<file path="config.mk">
export PLATFORM = sky130hd
export DESIGN_NAME = decpin_top
export DESIGN_NICKNAME = d
export VERILOG_FILES = /design/src/logic/decpin_pkg.sv /design/src/logic/decpin_counter.sv /design/src/logic/decpin_top.sv
export SDC_FILE = /design/constraint.sdc
export NUM_CORES = 1
export LEC_CHECK = 0
export BUFFER_PORTS_ARGS = -buffer_cell sky130_fd_sc_hd__clkbuf_2
export CAP_MARGIN = 20
export CORE_UTILIZATION = 33
export DETAILED_ROUTE_END_ITERATION = 10
export HOLD_SLACK_MARGIN = 0.05
export PLACE_DENSITY = 0.57
export SKIP_LAST_GASP = 1
export SLEW_MARGIN = 30
export SYNTH_ARGS = -nofsm -noshare
export SYNTH_HDL_FRONTEND = slang
export SYNTH_SLANG_ARGS = --single-unit
</file>
<file path="constraint.sdc">
create_clock -name clock -period 6.7 [get_ports clock]
set_clock_uncertainty 0.15 [all_clocks]
set_input_delay 1.005 -clock clock [delete_from_list [all_inputs] [get_ports clock]]
set_output_delay 1.005 -clock clock [all_outputs]
set_load 0.01 [all_outputs]
</file>
<file path="src/logic/decpin_pkg.sv">
/*
 Package for the dual event counter with indicator pins: control field
 layout, control codes, register selects and pin timing.
 Assumes nothing of its surroundings.
*/
package decpin_pkg;
   localparam int counter_width       = 40;
   localparam int control_width       = 32;
   localparam int write_width         = 64;
   localparam int event_code_width    = 6;
   localparam int count_control_width = 3;

   // Field positions in counter_control_select
   localparam int event_code_zero_lsb    = 0;
   localparam int count_control_zero_lsb = 6;
   localparam int pin_function_zero_bit  = 9;
   localparam int event_code_one_lsb     = 16;
   localparam int count_control_one_lsb  = 22;
   localparam int pin_function_one_bit   = 25;

   // Bits inside a count control field
   localparam int control_clock_bit = 2;
   localparam int control_user_bit  = 1;
   localparam int control_super_bit = 0;

   localparam logic [control_width-1:0] control_reset = 32'h0000_0000;
   localparam logic [counter_width-1:0] counter_reset = 40'h00_0000_0000;

   // Register selects for model_register_read / model_register_write
   localparam logic [1:0] select_control     = 2'h0;
   localparam logic [1:0] select_counter_zero = 2'h1;
   localparam logic [1:0] select_counter_one  = 2'h2;

   localparam logic [1:0] user_privilege = 2'h3;
   localparam logic [1:0] top_privilege  = 2'h0;

   // Total pin lag in clocks from the internal event
   localparam int pin_lag_clocks = 5;

   // Per-counter indication state seen at the pin
   typedef enum logic [1:0] {
      pin_idle,
      pin_increment,
      pin_overflow,
      pin_breakpoint
   } decpin_pin_type;
endpackage

</file>
<file path="src/logic/decpin_counter.sv">
/*
 One 40-bit event counter with its increment and overflow detection.
 Assumes the control fields are already decoded by the parent and that
 software writes arrive as single-cycle strobes.
*/
`timescale 1ns/1ps
module decpin_counter
   import decpin_pkg::*;
#(
   parameter int width = counter_width
) (
   // Clock and reset
   input  wire logic             clock,
   input  wire logic             rst_n,
   // Decoded control
   input  wire logic [2:0]       count_control,
   input  wire logic [1:0]       current_privilege_level,
   // Event inputs from the core
   input  wire logic [1:0]       occurrences,
   input  wire logic             condition,
   // Software write
   input  wire logic             load,
   input  wire logic [width-1:0] load_value,
   // Results
   output logic [width-1:0]      count,
   output logic                  incremented,
   output logic                  overflowed
);
   logic             privilege_ok;
   logic [1:0]       step;
   logic [width:0]   sum;

   always_comb begin
      privilege_ok = (current_privilege_level == user_privilege) ?
                     count_control[control_user_bit] :
                     count_control[control_super_bit];
      if (!privilege_ok) begin
         step = 2'h0;
      end else if (count_control[control_clock_bit]) begin
         step = {1'b0, condition};
      end else begin
         step = occurrences;
      end
      sum = {1'b0, count} + {{(width-1){1'b0}}, step};
   end

   // Wraps on carry and keeps counting under the same code
   always_ff @(posedge clock or negedge rst_n) begin
      if (!rst_n) begin
         count <= '0;
      end else if (load) begin
         count <= load_value;
      end else begin
         count <= sum[width-1:0];
      end
   end

   // Write wins over the event in the same clock, so no flag then
   // Flags stay combinational so the parent owns the whole pin lag
   assign incremented = !load && (step != 2'h0);
   assign overflowed  = !load && sum[width];
endmodule

</file>
<file path="src/logic/decpin_top.sv">
/*
 Dual 40-bit event counter with two external indicator pins.
 Holds the control register, both counters, the privileged register
 access port and the delayed pin drive.
 Assumes register accesses arrive as one-cycle strobes from the core,
 together with the requester's privilege level, and that event inputs
 are synchronous to clock.
*/
`timescale 1ns/1ps
module decpin_top
   import decpin_pkg::*;
#(
   parameter int lag = pin_lag_clocks
) (
   // Clock and reset
   input  wire logic                     clock,
   input  wire logic                     rst_n,
   // Core state
   input  wire logic [1:0]               current_privilege_level,
   // Register access port
   input  wire logic                     model_register_read,
   input  wire logic                     model_register_write,
   input  wire logic [1:0]               register_select,
   input  wire logic [write_width-1:0]   write_data,
   output logic      [write_width-1:0]   read_data,
   output logic                          read_valid,
   output logic                          access_fault,
   // Events from the core, one group per counter plus the shared event_lines
   input  wire logic [1:0]               occurrences_zero,
   input  wire logic [1:0]               occurrences_one,
   input  wire logic [63:0]              condition_zero_bus,
   input  wire logic [63:0]              condition_one_bus,
   input  wire logic [63:0]              event_lines,
   // Debug takeover of the pins
   input  wire logic                     breakpoint_mode,
   input  wire logic [1:0]               breakpoint_match,
   // Indicator pins
   output logic                          indicator_pin_zero,
   output logic                          indicator_pin_one,
   output logic      [control_width-1:0] control_view
);
   logic [control_width-1:0] counter_control_select;
   logic [counter_width-1:0] event_counter_zero;
   logic [counter_width-1:0] event_counter_one;
   logic [event_code_width-1:0]    event_code_zero;
   logic [event_code_width-1:0]    event_code_one;
   logic [count_control_width-1:0] count_control_zero;
   logic [count_control_width-1:0] count_control_one;
   logic                     pin_function_zero;
   logic                     pin_function_one;
   logic                     privileged;
   logic                     load_zero;
   logic                     load_one;
   logic [1:0]               occ_zero_sel;
   logic [1:0]               occ_one_sel;
   logic                     cond_zero_sel;
   logic                     cond_one_sel;
   logic                     inc_zero;
   logic                     inc_one;
   logic                     ovf_zero;
   logic                     ovf_one;
   logic [lag-2:0]           stage_zero;
   logic [lag-2:0]           stage_one;
   decpin_pin_type           mode_zero;
   decpin_pin_type           mode_one;

   assign event_code_zero    = counter_control_select[event_code_zero_lsb +: event_code_width];
   assign event_code_one     = counter_control_select[event_code_one_lsb +: event_code_width];
   assign count_control_zero =
      counter_control_select[count_control_zero_lsb +: count_control_width];
   assign count_control_one  =
      counter_control_select[count_control_one_lsb +: count_control_width];
   assign pin_function_zero  = counter_control_select[pin_function_zero_bit];
   assign pin_function_one   = counter_control_select[pin_function_one_bit];

   assign privileged = (current_privilege_level == top_privilege);
   assign load_zero  = model_register_write && privileged &&
                       (register_select == select_counter_zero);
   assign load_one   = model_register_write && privileged &&
                       (register_select == select_counter_one);

   // Event code steers which core line feeds each counter
   always_comb begin
      cond_zero_sel = condition_zero_bus[event_code_zero];
      cond_one_sel  = condition_one_bus[event_code_one];
      occ_zero_sel  = event_lines[event_code_zero] ? occurrences_zero : 2'h0;
      occ_one_sel   = event_lines[event_code_one] ? occurrences_one : 2'h0;
   end

   // Control register: whole-word writes only
   always_ff @(posedge clock or negedge rst_n) begin
      if (!rst_n) begin
         counter_control_select <= control_reset;
      end else if (model_register_write && privileged &&
                   register_select == select_control) begin
         counter_control_select <= write_data[control_width-1:0];
      end
   end

   decpin_counter #(
      .width (counter_width)
   ) u_counter_zero (
      .clock                   (clock),
      .rst_n                   (rst_n),
      .count_control           (count_control_zero),
      .current_privilege_level (current_privilege_level),
      .occurrences             (occ_zero_sel),
      .condition               (cond_zero_sel),
      .load                    (load_zero),
      .load_value              (write_data[counter_width-1:0]),
      .count                   (event_counter_zero),
      .incremented             (inc_zero),
      .overflowed              (ovf_zero)
   );

   decpin_counter #(
      .width (counter_width)
   ) u_counter_one (
      .clock                   (clock),
      .rst_n                   (rst_n),
      .count_control           (count_control_one),
      .current_privilege_level (current_privilege_level),
      .occurrences             (occ_one_sel),
      .condition               (cond_one_sel),
      .load                    (load_one),
      .load_value              (write_data[counter_width-1:0]),
      .count                   (event_counter_one),
      .incremented             (inc_one),
      .overflowed              (ovf_one)
   );

   // Read path samples the running counters without stopping them
   always_ff @(posedge clock or negedge rst_n) begin
      if (!rst_n) begin
         read_data    <= '0;
         read_valid   <= 1'b0;
         access_fault <= 1'b0;
      end else begin
         read_valid   <= model_register_read && privileged;
         access_fault <= (model_register_read || model_register_write) && !privileged;
         if (model_register_read && privileged) begin
            case (register_select)
               select_control:      read_data <= {32'h0000_0000, counter_control_select};
               select_counter_zero: read_data <= {24'h00_0000, event_counter_zero};
               select_counter_one:  read_data <= {24'h00_0000, event_counter_one};
               default:             read_data <= '0;
            endcase
         end
      end
   end

   // Indication source per pin: breakpoint takeover beats counting
   always_comb begin
      if (breakpoint_mode) begin
         mode_zero = pin_breakpoint;
         mode_one  = pin_breakpoint;
      end else begin
         mode_zero = pin_function_zero ? pin_overflow : pin_increment;
         mode_one  = pin_function_one ? pin_overflow : pin_increment;
      end
   end

   // Flags come in the event clock; lag-1 stages, then the pin flop
   always_ff @(posedge clock or negedge rst_n) begin
      if (!rst_n) begin
         stage_zero <= '0;
         stage_one  <= '0;
      end else begin
         case (mode_zero)
            pin_overflow:   stage_zero[0] <= ovf_zero;
            pin_increment:  stage_zero[0] <= inc_zero;
            pin_breakpoint: stage_zero[0] <= breakpoint_match[0];
            default:        stage_zero[0] <= 1'b0;
         endcase
         case (mode_one)
            pin_overflow:   stage_one[0] <= ovf_one;
            pin_increment:  stage_one[0] <= inc_one;
            pin_breakpoint: stage_one[0] <= breakpoint_match[1];
            default:        stage_one[0] <= 1'b0;
         endcase
         for (int i = 1; i < lag - 1; i++) begin
            stage_zero[i] <= stage_zero[i-1];
            stage_one[i]  <= stage_one[i-1];
         end
      end
   end

   // Pins lag the internal event by lag clocks in total
   always_ff @(posedge clock or negedge rst_n) begin
      if (!rst_n) begin
         indicator_pin_zero <= 1'b0;
         indicator_pin_one  <= 1'b0;
         control_view       <= control_reset;
      end else begin
         indicator_pin_zero <= stage_zero[lag-2];
         indicator_pin_one  <= stage_one[lag-2];
         control_view       <= counter_control_select;
      end
   end
endmodule

</file>
==> metrics.txt <==
Clock Path Buffers=2; Hold/Removal Path Class=reg -> reg; Core Rows=67; Design Power=4150 µW; slew margin rel.=0.359; Tightest Pin Transition=0.948 ns; initial antenna violation count=3; DP Wirelength=27.1 mm; via count=between 9000 and 10000; Synth Instances=1087; CTS tree=yes; MaxCap Viol Count=0; gr ovfl total=0; Layout fillers=about 3300; Resized cells post-CTS=0; top_reg_cell synth=dfrtp_1; Routed WL=35.8 mm; Seq/Total Area, Yosys=0.427; Clock Root Buffer=clkbuf_16; P per Cell Area=295 nW/µm²; unrepaired setup endpoints after global routing=false; post-route ant nets=0; Req. time, crit path=6.92 ns; Starting Density=0.339; layout cell share with drive strength beyond 1=0.349; final slew viol count=0; RR Startpoint=counter_control_select[0]; Critical Path Start Type=flip-flop; Worst R2R Setup Slack=roughly 1.4 ns; Synth warnings=0; vias in the first global route=9491; Detailed Route Iter0 Violations=roughly 670; Die ar.=35500 µm²; total CTS buffers=17; Final Cycle Share=0.791; Setup TNS=0 ns; Final Hold Viols=0; Buffers on Ports=322; Die X=189 µm; Max rail drop VDD=0.190 mV; clk sinks=between 150 and 200; Yosys reg bits=196; Yosys cell types=69; Die Ht=around 190 µm; DR DRC count=0; Post-CTS Repair Setup Buffers=0; Setup Crit Path Kind=reg -> reg; Final setup viols=0; Area Overhead vs Synth=22.3%; global-route wire length before repair=55.4 mm; WP data arrival=5.52 ns; drt wl/cell=~20 µm; Core Footprint=33900 µm²; f_max=between 150 and 200 MHz; Hold EP=indicator_pin_one; Net count, final=1656; Via-to-Cell Ratio=5.22; ys async rst share=1.00; Hold Buf Count CTS=0; Hold Startpoint=stage_one[3]; Hold Path Stages=0; placed instance area=around 13000 µm²; gr usage total=0.205; design area=14000 µm²; crit-path max FO=27; FF-to-FF End=stage_zero[0]; largest net degree at the start of global routing=109; ant diodes=0; Clock transition at path regs=0.09 ns; H-tree Lvls=4; synthesized area=11500 µm²; reg2reg path depth=14; Leak=0.00628 µW; Clock Latency Late Sink=around 0.45 ns; IO Count=371; Crit. End Element=flip-flop; Final Wtd Congestion=0.884; syn_area_per_cell=10.6 µm²; Initial DRT Pass Iterations=7; Post-synth EDFFs=0; outcome=completed; fin crit period=5.30 ns
cell families (layout without fill, tap and decap cells):
kind of cell,count (synthesis),after routing,synth area share
other,1,24,0.000327
flip-flops,196,196,0.427
XOR/XNOR,76,76,0.0580
adder cells (fa/ha/maj),10,10,0.0122
AND/OR/NAND/NOR,345,345,0.144
multiplexers,149,149,0.209
AO/OA/AOI/OAI,200,200,0.101
buffers and inverters,110,388,0.0490
how the worst max path moves through the flow:
stage,cells past startpoint,end,start
finish,14,stage_zero[0],counter_control_select[0]
global route,14,stage_zero[0],counter_control_select[0]
CTS,14,stage_zero[0],counter_control_select[0]
detailed placement,13,u_counter_one.count[35],event_lines[11]
global placement,13,u_counter_one.count[33],event_lines[11]
floorplan,12,u_counter_one.count[37],event_lines[29]
where the power goes:
| group | total, µW | switching [µW] | internal [µW] |
|---|---|---|---|
| logic | 1240 | 593 | 642 |
| registers | 1820 | 350 | 1470 |
| clock network | 1090 | 570 | 523 |
| total | 4150 | 1510 | 2640 |
metal layers:
metal / global-route usage / part of all wire / vias up
met5: 0 / 0.00075 / -
met4: 0.0779 / 0.030 / 4
met3: 0.0341 / 0.054 / 55
met2: 0.340 / 0.48 / 381
met1: 0.268 / 0.43 / 4690
li1: - / - / 4457
worst max-delay path: stages (launching register included):
cell	delay (ns)
dfrtp_2	0.94
buf_4	0.35
mux4_2	0.28
a22oi_1	0.08
a2111o_1	0.39
o21ai_1	0.18
a22o_1	0.17
ha_1	0.18
fa_1	0.24
and4_1	0.35
nand3_1	0.23
nor4_1	0.83
and4_1	0.51
o221ai_1	0.15
o211ai_1	0.17
state kept, by name (all words and copies together) (netlist names), 4 cells and up:
name,flops
stage_zero,4
u_counter_one.count,40
counter_control_select,32
read_data,40
u_counter_zero.count,40
stage_one,4
control_view,32
cell usage after synthesis, types with 10 or more instances:
library cell  instances  share of area
xnor2_1              32          0.024
o21ai_0              13         0.0057
nand3_1              31          0.014
o21ai_1              31          0.014
inv_1                16         0.0052
dfrtp_1             196           0.43
buf_4                25          0.016
a22oi_1              10         0.0065
clkbuf_1             48          0.016
nand2_1              84          0.027
nand4_1              19          0.010
nor3_1               14         0.0061
xor2_1               44          0.034
a21oi_1             113          0.049
nor2_1              133          0.043
mux4_2               61           0.12
and3_1               14         0.0076
mux2i_1              46          0.040
mux2_2               36          0.035
layout by cell type, fill, tap and decap left out, types with 32 or more instances in the layout:
cell      count
dfrtp_1     194
nor2_1      133
xnor2_1      32
clkbuf_2    321
a21oi_1     113
mux4_2       61
mux2_2       36
mux2i_1      46
nand2_1      84
xor2_1       44
metrics by stage:
stage | util | hold slack [ns] | std cells | setup WS [ns]
3_3_place_gp | 0.395 | 0.189 | 1803 | 1.22
6_report | 0.415 | 0.207 | 1836 | 1.40
3_5_place_dp | 0.395 | 0.188 | 1803 | 1.22
2_1_floorplan | - | 0.181 | 1110 | 2.39
5_1_grt | 0.415 | 0.213 | 1836 | 0.998
4_1_cts | 0.414 | 0.210 | 1835 | 1.31
final cells by class:
cell class | count | area [µm²] | area share
timing repair buffer | 338 | 1760 | 0.125
inverter | 18 | 67.6 | 0.00481
tap | 448 | 561 | 0.0399
multi-input combinational | 804 | 6110 | 0.435
clock inverter | 15 | 210 | 0.0150
sequential | 196 | 4910 | 0.349
clock buffer | 17 | 425 | 0.0303
(Power assumes the default switching activity.)
